**config.mk**
```make
export PLATFORM = sky130hd
export DESIGN_NAME = sbmv_regs
export DESIGN_NICKNAME = d
export VERILOG_FILES = /design/src/hw/sbmv_pkg.sv /design/src/hw/sbmv_drop_counter.sv /design/src/hw/sbmv_regs.sv
export VERILOG_INCLUDE_DIRS = /design/src /design/src/hw
export SDC_FILE = /design/constraint.sdc
export NUM_CORES = 1
export LEC_CHECK = 0
export BUFFER_PORTS_ARGS = -buffer_cell sky130_fd_sc_hd__buf_4
export CAP_MARGIN = 20
export CORE_MARGIN = 5
export CORE_UTILIZATION = 57
export DETAILED_ROUTE_END_ITERATION = 12
export MAX_ROUTING_LAYER = met4
export PLACE_DENSITY = 0.83
export SYNTH_ARGS = -nofsm -noshare
export SYNTH_HDL_FRONTEND = slang
export SYNTH_SLANG_ARGS = --single-unit
```
**constraint.sdc**
```tcl
create_clock -name core_clk_i -period 2.55 [get_ports core_clk_i]
set_input_delay 0.1275 -clock core_clk_i [delete_from_list [all_inputs] [get_ports core_clk_i]]
set_output_delay 0.1275 -clock core_clk_i [all_outputs]
set_load 0.01 [all_outputs]
```
**src/hw/sbmv_params.svh**
```systemverilog
`ifndef SBMV_PARAMS_SVH
`define SBMV_PARAMS_SVH
`define SBMV_ADDR_W 16
`define SBMV_OFS_P1_VLAN 16'h1C14
`define SBMV_OFS_P2_VLAN 16'h1C15
`define SBMV_OFS_P0_DROP 16'h1C16
`define SBMV_OFS_P1_DROP 16'h1C17
`define SBMV_OFS_P2_DROP 16'h1C18
`define SBMV_OFS_IRQ_MASK 16'h1C20
`define SBMV_PRIO_HI 14
`define SBMV_PRIO_LO 12
`define SBMV_VID_HI 11
`define SBMV_VID_LO 0
`define SBMV_PRIO_RST 3'h0
`define SBMV_VID_RST 12'h001
`define SBMV_CNT_RST 32'h00000000
`define SBMV_CNT_MAX 32'hFFFFFFFF
`define SBMV_MASK_BIT 0
`define SBMV_MASK_RST 1'h1
`define SBMV_NPORT 3
`endif

```
**src/hw/sbmv_pkg.sv**
```systemverilog
package sbmv_pkg;
    typedef logic [31:0] sbmv_word_t;
    typedef struct packed {
        logic [2:0] prio1;
        logic [11:0] vid1;
        logic [2:0] prio2;
        logic [11:0] vid2;
        logic mask;
        logic irq;
        logic [31:0] rdata;
        logic rvalid;
    } sbmv_regs_s;
endpackage

```
**src/hw/sbmv_drop_counter.sv**
```systemverilog
`timescale 1ns/1ps
`include "sbmv_params.svh"

// Saturating drop counter with clear on read; a drop in the read cycle is kept
module sbmv_drop_counter (
    input wire logic core_clk_i,
    input wire logic srst_i,
    input wire logic drop_i,
    input wire logic rd_clr_i,
    output logic [31:0] count_o
);
    typedef struct packed {
        logic [31:0] cnt;
    } sbmv_cnt_s;

    sbmv_cnt_s st_r;
    sbmv_cnt_s st_nxt;

    always_comb begin
        st_nxt = st_r;
        if (rd_clr_i) begin
            // Read returns the old value; a drop landing now counts as one
            st_nxt.cnt = drop_i ? 32'h00000001 : `SBMV_CNT_RST;
        end else if (drop_i && st_r.cnt != `SBMV_CNT_MAX) begin
            st_nxt.cnt = st_r.cnt + 32'h00000001;
        end
    end

    always_ff @(posedge core_clk_i) begin
        if (srst_i) begin
            st_r.cnt <= `SBMV_CNT_RST;
        end else begin
            st_r <= st_nxt;
        end
    end

    assign count_o = st_r.cnt;

    // The all-ones stop is out of reach of any short run, so the no-wrap check watches every step without a clearing read
    a_cnt_saturate: assert property (@(posedge core_clk_i) disable iff (srst_i)
        (st_r.cnt == `SBMV_CNT_MAX && !rd_clr_i) |=> st_r.cnt == `SBMV_CNT_MAX)
        else $error("drop counter wrapped");
    a_cnt_no_wrap: assert property (@(posedge core_clk_i) disable iff (srst_i)
        !rd_clr_i |=> st_r.cnt >= $past(st_r.cnt))
        else $error("drop counter went down without a read");
    a_cnt_increment: assert property (@(posedge core_clk_i) disable iff (srst_i)
        (drop_i && !rd_clr_i && st_r.cnt != `SBMV_CNT_MAX) |=> st_r.cnt == $past(st_r.cnt) + 32'h00000001)
        else $error("drop not counted");
    a_cnt_clear: assert property (@(posedge core_clk_i) disable iff (srst_i)
        (rd_clr_i && !drop_i) |=> st_r.cnt == `SBMV_CNT_RST)
        else $error("read did not clear counter");
    a_cnt_clear_drop: assert property (@(posedge core_clk_i) disable iff (srst_i)
        (rd_clr_i && drop_i) |=> st_r.cnt == 32'h00000001)
        else $error("drop during clearing read lost");
endmodule

```
**src/hw/sbmv_regs.sv**
```systemverilog
`timescale 1ns/1ps
`include "sbmv_params.svh"

////////////////////////////////////////////////////////////////////////////////
// Overview of operation
// - Ports 1 and 2 hold 3-bit default priority in bits 14:12, reset zero.
// - Ports 1 and 2 hold 12-bit default VLAN ID in bits 11:0, reset one.
// - Each port counts packets dropped by ingress rate limiting, red or yellow.
// - Drop counters reset to zero; a read returns count then clears it.
// - Drop counters stop at all ones instead of wrapping.
// - Mask bit 0 suppresses all buffer manager interrupts while set.
// - Masking only gates the output; pending status keeps recording.
// - Mask bit resets to one, so interrupts start masked.
// - Pending status is double buffered and every interrupt obeys the mask.
module sbmv_regs (
    input wire logic core_clk_i,
    input wire logic srst_i,
    input wire logic [15:0] reg_addr_i,
    input wire logic reg_wr_i,
    input wire logic reg_rd_i,
    input wire logic [31:0] reg_wdata_i,
    input wire logic [2:0] rate_drop_i,
    input wire logic [13:0] buffer_irq_pending_i,
    output logic [31:0] reg_rdata_o,
    output logic reg_rvalid_o,
    output logic [2:0] port1_default_prio_o,
    output logic [11:0] port1_default_vid_o,
    output logic [2:0] port2_default_prio_o,
    output logic [11:0] port2_default_vid_o,
    output logic buffer_irq_mask_o,
    output logic buffer_irq_o
);
    sbmv_pkg::sbmv_regs_s st_r;
    sbmv_pkg::sbmv_regs_s st_nxt;
    logic [31:0] cnt [0:`SBMV_NPORT-1];
    logic [`SBMV_NPORT-1:0] rd_clr;

    function automatic logic hit(input logic [15:0] a, input logic [15:0] ofs);
        hit = (a == ofs);
    endfunction

    function automatic logic [31:0] vlan_word(input logic [2:0] p, input logic [11:0] v);
        vlan_word = 32'h00000000;
        vlan_word[`SBMV_PRIO_HI:`SBMV_PRIO_LO] = p;
        vlan_word[`SBMV_VID_HI:`SBMV_VID_LO] = v;
    endfunction

    ////////////////////////////////////////////////////////////////////////////
    genvar gi;
    generate
        for (gi = 0; gi < `SBMV_NPORT; gi = gi + 1) begin : g_cnt
            // Counter offsets run on from port 0; only a real read clears, writes are ignored
            assign rd_clr[gi] = reg_rd_i && hit(reg_addr_i, `SBMV_OFS_P0_DROP + 16'(gi));
            sbmv_drop_counter u_cnt (
                .core_clk_i(core_clk_i),
                .srst_i(srst_i),
                .drop_i(rate_drop_i[gi]),
                .rd_clr_i(rd_clr[gi]),
                .count_o(cnt[gi])
            );
        end
    endgenerate

    ////////////////////////////////////////////////////////////////////////////
    always_comb begin
        st_nxt = st_r;
        st_nxt.rvalid = reg_rd_i;
        st_nxt.rdata = 32'h00000000;
        if (reg_wr_i) begin
            if (hit(reg_addr_i, `SBMV_OFS_P1_VLAN)) begin
                st_nxt.prio1 = reg_wdata_i[`SBMV_PRIO_HI:`SBMV_PRIO_LO];
                st_nxt.vid1 = reg_wdata_i[`SBMV_VID_HI:`SBMV_VID_LO];
            end
            if (hit(reg_addr_i, `SBMV_OFS_P2_VLAN)) begin
                st_nxt.prio2 = reg_wdata_i[`SBMV_PRIO_HI:`SBMV_PRIO_LO];
                st_nxt.vid2 = reg_wdata_i[`SBMV_VID_HI:`SBMV_VID_LO];
            end
            if (hit(reg_addr_i, `SBMV_OFS_IRQ_MASK)) begin
                st_nxt.mask = reg_wdata_i[`SBMV_MASK_BIT];
            end
        end
        if (reg_rd_i) begin
            // Unmapped and reserved bits read as zero
            unique case (reg_addr_i)
                `SBMV_OFS_P1_VLAN: st_nxt.rdata = vlan_word(st_r.prio1, st_r.vid1);
                `SBMV_OFS_P2_VLAN: st_nxt.rdata = vlan_word(st_r.prio2, st_r.vid2);
                `SBMV_OFS_P0_DROP: st_nxt.rdata = cnt[0];
                `SBMV_OFS_P1_DROP: st_nxt.rdata = cnt[1];
                `SBMV_OFS_P2_DROP: st_nxt.rdata = cnt[2];
                `SBMV_OFS_IRQ_MASK: st_nxt.rdata = {31'h00000000, st_r.mask};
                default: st_nxt.rdata = 32'h00000000;
            endcase
        end
        // Pending status is owned and double buffered upstream; only gated here
        st_nxt.irq = (|buffer_irq_pending_i) && !st_nxt.mask;
    end

    always_ff @(posedge core_clk_i) begin
        if (srst_i) begin
            st_r.prio1 <= `SBMV_PRIO_RST;
            st_r.vid1 <= `SBMV_VID_RST;
            st_r.prio2 <= `SBMV_PRIO_RST;
            st_r.vid2 <= `SBMV_VID_RST;
            st_r.mask <= `SBMV_MASK_RST;
            st_r.irq <= 1'h0;
            st_r.rdata <= 32'h00000000;
            st_r.rvalid <= 1'h0;
        end else begin
            st_r <= st_nxt;
        end
    end

    assign reg_rdata_o = st_r.rdata;
    assign reg_rvalid_o = st_r.rvalid;
    assign port1_default_prio_o = st_r.prio1;
    assign port1_default_vid_o = st_r.vid1;
    assign port2_default_prio_o = st_r.prio2;
    assign port2_default_vid_o = st_r.vid2;
    assign buffer_irq_mask_o = st_r.mask;
    assign buffer_irq_o = st_r.irq;

    ////////////////////////////////////////////////////////////////////////////
    // Configuration fields: reset values, writes, and holding between writes
    a_vid_reset: assert property (@(posedge core_clk_i)
        $fell(srst_i)
        |-> port1_default_vid_o == `SBMV_VID_RST && port2_default_vid_o == `SBMV_VID_RST)
        else $error("vid reset value wrong");
    a_prio_reset: assert property (@(posedge core_clk_i)
        $fell(srst_i)
        |-> port1_default_prio_o == `SBMV_PRIO_RST && port2_default_prio_o == `SBMV_PRIO_RST)
        else $error("priority reset value wrong");
    a_vid_write: assert property (@(posedge core_clk_i) disable iff (srst_i)
        reg_wr_i && hit(reg_addr_i, `SBMV_OFS_P1_VLAN)
        |=> port1_default_vid_o == $past(reg_wdata_i[`SBMV_VID_HI:`SBMV_VID_LO]))
        else $error("port 1 vid write lost");
    a_vid2_write: assert property (@(posedge core_clk_i) disable iff (srst_i)
        reg_wr_i && hit(reg_addr_i, `SBMV_OFS_P2_VLAN)
        |=> port2_default_vid_o == $past(reg_wdata_i[`SBMV_VID_HI:`SBMV_VID_LO]))
        else $error("port 2 vid write lost");
    a_prio_write: assert property (@(posedge core_clk_i) disable iff (srst_i)
        reg_wr_i && hit(reg_addr_i, `SBMV_OFS_P2_VLAN)
        |=> port2_default_prio_o == $past(reg_wdata_i[`SBMV_PRIO_HI:`SBMV_PRIO_LO]))
        else $error("port 2 priority write lost");
    a_prio1_write: assert property (@(posedge core_clk_i) disable iff (srst_i)
        reg_wr_i && hit(reg_addr_i, `SBMV_OFS_P1_VLAN)
        |=> port1_default_prio_o == $past(reg_wdata_i[`SBMV_PRIO_HI:`SBMV_PRIO_LO]))
        else $error("port 1 priority write lost");
    a_vlan1_hold: assert property (@(posedge core_clk_i) disable iff (srst_i)
        !(reg_wr_i && hit(reg_addr_i, `SBMV_OFS_P1_VLAN))
        |=> $stable({port1_default_prio_o, port1_default_vid_o}))
        else $error("port 1 defaults changed without a write");
    a_vlan2_hold: assert property (@(posedge core_clk_i) disable iff (srst_i)
        !(reg_wr_i && hit(reg_addr_i, `SBMV_OFS_P2_VLAN))
        |=> $stable({port2_default_prio_o, port2_default_vid_o}))
        else $error("port 2 defaults changed without a write");

    ////////////////////////////////////////////////////////////////////////////
    // Interrupt gating; mask and request register on the same edge, so they never disagree
    a_mask_reset: assert property (@(posedge core_clk_i)
        $fell(srst_i)
        |-> st_r.mask == `SBMV_MASK_RST)
        else $error("mask not set after reset");
    a_mask_write: assert property (@(posedge core_clk_i) disable iff (srst_i)
        reg_wr_i && hit(reg_addr_i, `SBMV_OFS_IRQ_MASK)
        |=> st_r.mask == $past(reg_wdata_i[`SBMV_MASK_BIT]))
        else $error("mask write not stored");
    a_mask_hold: assert property (@(posedge core_clk_i) disable iff (srst_i)
        !(reg_wr_i && hit(reg_addr_i, `SBMV_OFS_IRQ_MASK))
        |=> $stable(buffer_irq_mask_o))
        else $error("mask changed without a write");
    a_mask_gates_irq: assert property (@(posedge core_clk_i) disable iff (srst_i)
        st_r.mask
        |-> !buffer_irq_o)
        else $error("interrupt while masked");
    a_irq_follows: assert property (@(posedge core_clk_i) disable iff (srst_i)
        |buffer_irq_pending_i && !st_nxt.mask
        |=> buffer_irq_o)
        else $error("interrupt missing when unmasked");
    a_irq_quiet: assert property (@(posedge core_clk_i) disable iff (srst_i)
        !(|buffer_irq_pending_i && !st_nxt.mask)
        |=> !buffer_irq_o)
        else $error("interrupt raised without cause");
    a_irq_cause: assert property (@(posedge core_clk_i) disable iff (srst_i)
        buffer_irq_o
        |-> $past(|buffer_irq_pending_i))
        else $error("interrupt without pending status");

    ////////////////////////////////////////////////////////////////////////////
    // Read answers come one cycle after the strobe and stand for that cycle only
    a_cnt0_readback: assert property (@(posedge core_clk_i) disable iff (srst_i)
        reg_rd_i && hit(reg_addr_i, `SBMV_OFS_P0_DROP)
        |=> reg_rvalid_o && reg_rdata_o == $past(cnt[0]))
        else $error("port 0 counter read returned wrong value");
    a_cnt_readback: assert property (@(posedge core_clk_i) disable iff (srst_i)
        reg_rd_i && hit(reg_addr_i, `SBMV_OFS_P1_DROP)
        |=> reg_rvalid_o && reg_rdata_o == $past(cnt[1]))
        else $error("counter read returned wrong value");
    a_cnt2_readback: assert property (@(posedge core_clk_i) disable iff (srst_i)
        reg_rd_i && hit(reg_addr_i, `SBMV_OFS_P2_DROP)
        |=> reg_rvalid_o && reg_rdata_o == $past(cnt[2]))
        else $error("port 2 counter read returned wrong value");
    a_vlan1_readback: assert property (@(posedge core_clk_i) disable iff (srst_i)
        reg_rd_i && hit(reg_addr_i, `SBMV_OFS_P1_VLAN)
        |=> reg_rdata_o == 32'({$past(port1_default_prio_o), $past(port1_default_vid_o)}))
        else $error("port 1 defaults read back wrong");
    a_vlan2_readback: assert property (@(posedge core_clk_i) disable iff (srst_i)
        reg_rd_i && hit(reg_addr_i, `SBMV_OFS_P2_VLAN)
        |=> reg_rdata_o == 32'({$past(port2_default_prio_o), $past(port2_default_vid_o)}))
        else $error("port 2 defaults read back wrong");
    a_mask_readback: assert property (@(posedge core_clk_i) disable iff (srst_i)
        reg_rd_i && hit(reg_addr_i, `SBMV_OFS_IRQ_MASK)
        |=> reg_rdata_o == 32'($past(buffer_irq_mask_o)))
        else $error("mask read back wrong");
    a_rvalid_pulse: assert property (@(posedge core_clk_i) disable iff (srst_i)
        reg_rd_i
        |=> reg_rvalid_o)
        else $error("read not answered");
    a_rdata_idle: assert property (@(posedge core_clk_i) disable iff (srst_i)
        !reg_rd_i
        |=> !reg_rvalid_o && reg_rdata_o == 32'h00000000)
        else $error("read answer without a read");
endmodule

```
# Word-level counts from Yosys, hierarchy flattened
# Index checks and enable logic that the tools add are counted.
[word_totals]
inputBits = 69
regBits = 161
out_inout_bits = 65
[op_classes]
n_reduce_logical = 15
mux = 12
eq_ne = 9
add_sub_neg = 3
bitwise_logic = 1
[op_table]
columns = ["operator", "n"]
rows = [
  ["32-bit two-way mux", 6],
  ["32-bit one-hot mux with 6 select lines", 1],
  ["32-bit by 1-bit adder with 32-bit output (second input constant)", 3],
  ["16-bit by 13-bit equality test with 1-bit output (second input constant)", 6],
  ["32-bit != test (second input constant)", 3],
  ["14-bit OR reduction", 1],
  ["1-bit logical AND", 7],
  ["2-bit nonzero test", 3],
  ["1-bit two-way mux", 5],
  ["2-bit AND reduction", 2],
  ["2-bit OR reduction", 1],
  ["1-bit logical NOT", 1],
  ["1-bit inverter", 1],
]

# Depth between registers and ports, before layout
[depth]
depth_word = 5
ltp_mapped = 8
mapped_depth_nobuf = 6

# By module
# From an unflattened synthesis, not the netlist that was laid out.
[unflattened]
hier_cells = 986
hier_area_um2 = 8625.8
[by_module_without_submodules]
columns = ["module", "area_per_inst_um2", "cells_per_inst", "seq_area_each_um2", "n_inst"]
rows = [
  ["sbmv_drop_counter", 1746.7, 206, 640.6, 3],
  ["sbmv_regs", 3385.7, 368, 1301.2, 1],
]

# Worst setup path before layout
# No wires, ideal clock.
[synth_timing]
path_type = "reg2reg"
startpoint = "reg, netlist name g_cnt[0].u_cnt.count_o[16]"
endpoint = "reg, netlist name g_cnt[0].u_cnt.count_o[1]"
path_stages_with_launch = 7
slack_ps = 472
setup_time_ps = 128
n_path_buf = 1
period_less_slack_ps = 2078
arrival_ps = 1950
cell_sequence = "dfxtp_1 -> nand4_1 -> or4_1 -> o21ai_1 -> buf_2 -> mux2i_1 -> nor2_1"
[synth_via]
elab_chain_len = 3
[synth_lines]
columns = ["item"]
rows = [
  ["32-bit != test (no line)"],
  ["1-bit logical AND (no line)"],
  ["2-bit nonzero test (no line)"],
]
# No other way between the ends.
# A chain may end at the register's enable or synchronous reset.

# Final worst setup path
[layout_timing]
startpoint = "reg, netlist name g_cnt[0].u_cnt.count_o[1]"
endpoint = "reg, netlist name g_cnt[0].u_cnt.count_o[30]"
[layout_via]
elab_chain_len = 3
[layout_lines]
columns = ["item"]
rows = [
  ["32-bit by 1-bit adder with 32-bit output / 32-bit != test (equally long branches)"],
  ["32-bit two-way mux / 1-bit logical AND (equally long branches)"],
  ["32-bit two-way mux / 2-bit nonzero test (equally long branches)"],
]
# Several ways; a longest one is shown, not always the timed one. The select of a mux whose other input is x is not followed.

==> flow_summary.ini <==
[drt]
vias = 8156
drtAntennaViolNets = 0
wl_per_cell_um = 17.6
routed_wl_um = 23000
vias_per_cell = 6.25
drc_errors = 0
drtIter0Drc = 921
first_pass_iters = 6

[layout]
drive_above_1_share_pct = 17.5
fillers = 1053
nets = 1183
antenna_cells = 0
syn2layout_area_growth_pct = 24.4
final_util_pct = 71.3

[clock_tree]
cts-buffers-inserted = 17
postCtsSetupBuffers = 0
cts_root_buf = clkbuf_16
clock-sinks = 161
htreeDepth = 4
cts_tree = built
clock_latency_ps = 440
clockBufferDepth = 2
clkTransAtPathRegs_ps = 60

[yosys]
synth-simple-area-share_pct = 29.9
synth.distinct_cells = 54
ys_ff_latch = 161
syn_area_um2 = 7860
synthAdderAreaFrac_pct = 0.477
ys_seq_area_share_pct = 41.0
synth.avg_cell_area_um2 = 8.00
synth_top_cell_area_share_pct = 41.0
syn_nets = 1055
syn_inst = 983
ys_warn_count = 0
synth_xor_area_share_pct = 1.23
synth_largest_area_cell = dfxtp_1
synthTopCellsByArea = dfxtp_1 41%, a21oi_1 8.1%, nand2_1 6.1%, mux2i_1 5.7%, or3_1 4.4%
synth_compound_area_share_pct = 18.0
ys_async_sr_fraction_pct = 0
synth_edf_count = 0
muxShareOfSynthArea_pct = 5.73
synth_top_family_by_area = simple AND/OR/NAND/NOR gates
ys.flop_type = dfxtp_1

[timing]
fin_skew_ps = 14.7
final_hold_viol_count = 0
max_freq_mhz = 431
tightestPinTransition_ps = 1070
drv_slew = 0
min_period_ps = 2320
setup_viol = 0
fin_crit_sh_pct = 91.1
rsz0062_at_grt = false
max_slew_margin_pct = 28.6
setup-tns-final_ps = 0

[hold_path]
hold_class = input pin to flop

[power]
power_density_nw_per_um2 = 539
power_leakage_nw = 3.38
ir_worst_vdd_mv = 0.495

[setup_path]
start_kind = flop
cp.required_ps = 2920
worstPathCellList = ha_1, and4_1, and4_1, nand3_1, or4_1, a21oi_1
critPathSlowestCell = or4_1
critical_path.max_stage_delay_ps = 590
critPathMostFrequentCell = and4_1
crit_fanout = 15
cp-end-kind = flop
path_class = flop to flop
arrival_ps = 2690

[global_route]
track_usage_pct = 29.1
antenna_found_initial = 0
grt_pass1_wl_um = 37100
grt_max_degree = 43
use_met2_pct = 45.6
grtUsageMet1_pct = 37.3
grt_busiest_layer = met2
grt_pass1_vias = 7392
use_met3_pct = 6.52
overflow = 0

[placement]
gp_congestion = 0.935
hpwl_um = 16300
port_buffers = 116

[die]
num_rows = 43
dieArea_um2 = 16200
io_pins = 134
start_util_pct = 57.3
coreArea_um2 = 13700
fp.dieH_um = 127
die-width_um = 127

[outcome]
status = finished clean

[flow_run]
maxCapViolations = 0
==> sequential cells by signal (all words and copies together) (netlist names) <==
register / count
port2_default_prio_o: 3
port1_default_vid_o: 12
buffer_irq_o: 1
reg_rvalid_o: 1
port2_default_vid_o: 12
buffer_irq_mask_o: 1
port1_default_prio_o: 3
g_cnt.u_cnt.count_o: 96
reg_rdata_o: 32
==> report_power, final <==
group | switching, W | internal, W
combinational | 0.000136 | 0.000124
sequential | 0.00000793 | 0.00252
clock | 0.00106 | 0.00142
==> cells in the final DEF, fill, tap and decap left out, types with 15 or more instances in the layout <==
master         synthesis  layout
nand2_1              128     128
buf_4                  0     147
or3_1                 55      55
dlygate4sd3_1          0      16
a21oi_1              128     128
or4_1                 25      25
o31ai_1               16      15
dfxtp_1              161     161
clkbuf_16              0      17
mux2i_1               45      45
o21ai_0               53      53
nand3_1               39      39
nand4_1               41      41
nor2_1                79      79
==> stage by stage <==
step	cell area [µm²]	std cells	total power, W	hold slack (ps)	worst slack [ps]
2_1_floorplan	7860	983	0.00270	252	472
3_3_place_gp	9020	1255	0.00282	378	228
3_5_place_dp	9040	1256	0.00282	391	216
4_1_cts	9780	1304	0.00527	23.6	236
5_1_grt	9780	1304	0.00542	35.0	13.7
6_report	9780	1304	0.00527	32.2	228
==> timing repair <==
| action | in CTS | in global routing |
|---|---|---|
| endpoints found under the hold margin | 31 | 0 |
| gates resized for setup | 0 | 0 |
| hold buffers | 16 | 0 |
==> area by class of cell <==
class	instances	area [µm²]	share of cell area, %
sequential	161	3220	33.0
clock inverter	12	105	1.08
multi-input combinational	751	4370	44.7
timing repair buffer	166	1330	13.6
inverter	14	52.6	0.538
clock buffer	20	467	4.77
tap	180	225	2.30
==> critical path: cells and delay by family, from the launching register on <==
family / cells / cell delay [ps]
AND/OR/NAND/NOR: 4 / 1370
flip-flops: 1 / 450
AO/OA/AOI/OAI: 1 / 140
adder cells (fa/ha/maj): 1 / 280
==> layer usage <==
layer  up-vias  routed length, µm  part of all wire, %
li1       3891                  -                    -
met1      3822               9660                   42
met2       386              10800                   47
met3        57               1940                  8.5
met4         0                596                  2.6
met5         -                  0                    0
==> cell families after synthesis <==
family | Yosys count
muxes | 45
adders and majority gates | 3
buffers and inverters | 71
AOI/OAI and AO/OA | 246
and+or+nand+nor | 446
DFF | 161
xor gates and xnor gates | 11
==> worst paths after layout <==
check                                          from                                       to  cells past startpoint  slack (ps)
max          g_cnt[0].u_cnt.count_o[1]$_SDFFE_PP0P_  g_cnt[0].u_cnt.count_o[30]$_SDFFE_PP0P_                      6         230
min                         buffer_irq_pending_i[7]                  buffer_irq_o$_SDFF_PP0_                      4          30
max reg2reg  g_cnt[0].u_cnt.count_o[1]$_SDFFE_PP0P_  g_cnt[0].u_cnt.count_o[30]$_SDFFE_PP0P_                      6         230
min reg2reg    port2_default_prio_o[1]$_SDFFE_PP0P_     port2_default_prio_o[1]$_SDFFE_PP0P_                      2         470
==> cells in the mapped netlist (all sizes together), types with 2 or more instances <==
cell	instances
a211oi	2
o31ai	16
o211ai	12
or4bb	2
nand2b	3
inv	14
nor4	16
nand4	41
xor2	5
a21o	3
and2	3
and3	12
ha	3
or4b	2
nand3b	3
and4	14
nand2	128
a221oi	7
dfxtp	161
o32ai	8
nor2	80
or4	26
or2	2
o21ai	55
a21oi	128
a31oi	8
clkbuf	40
buf	17
or3	55
mux2i	45
nor2b	2
nand3	39
xnor2	6
nor3	14
Power figures use the tool's default switching activity.
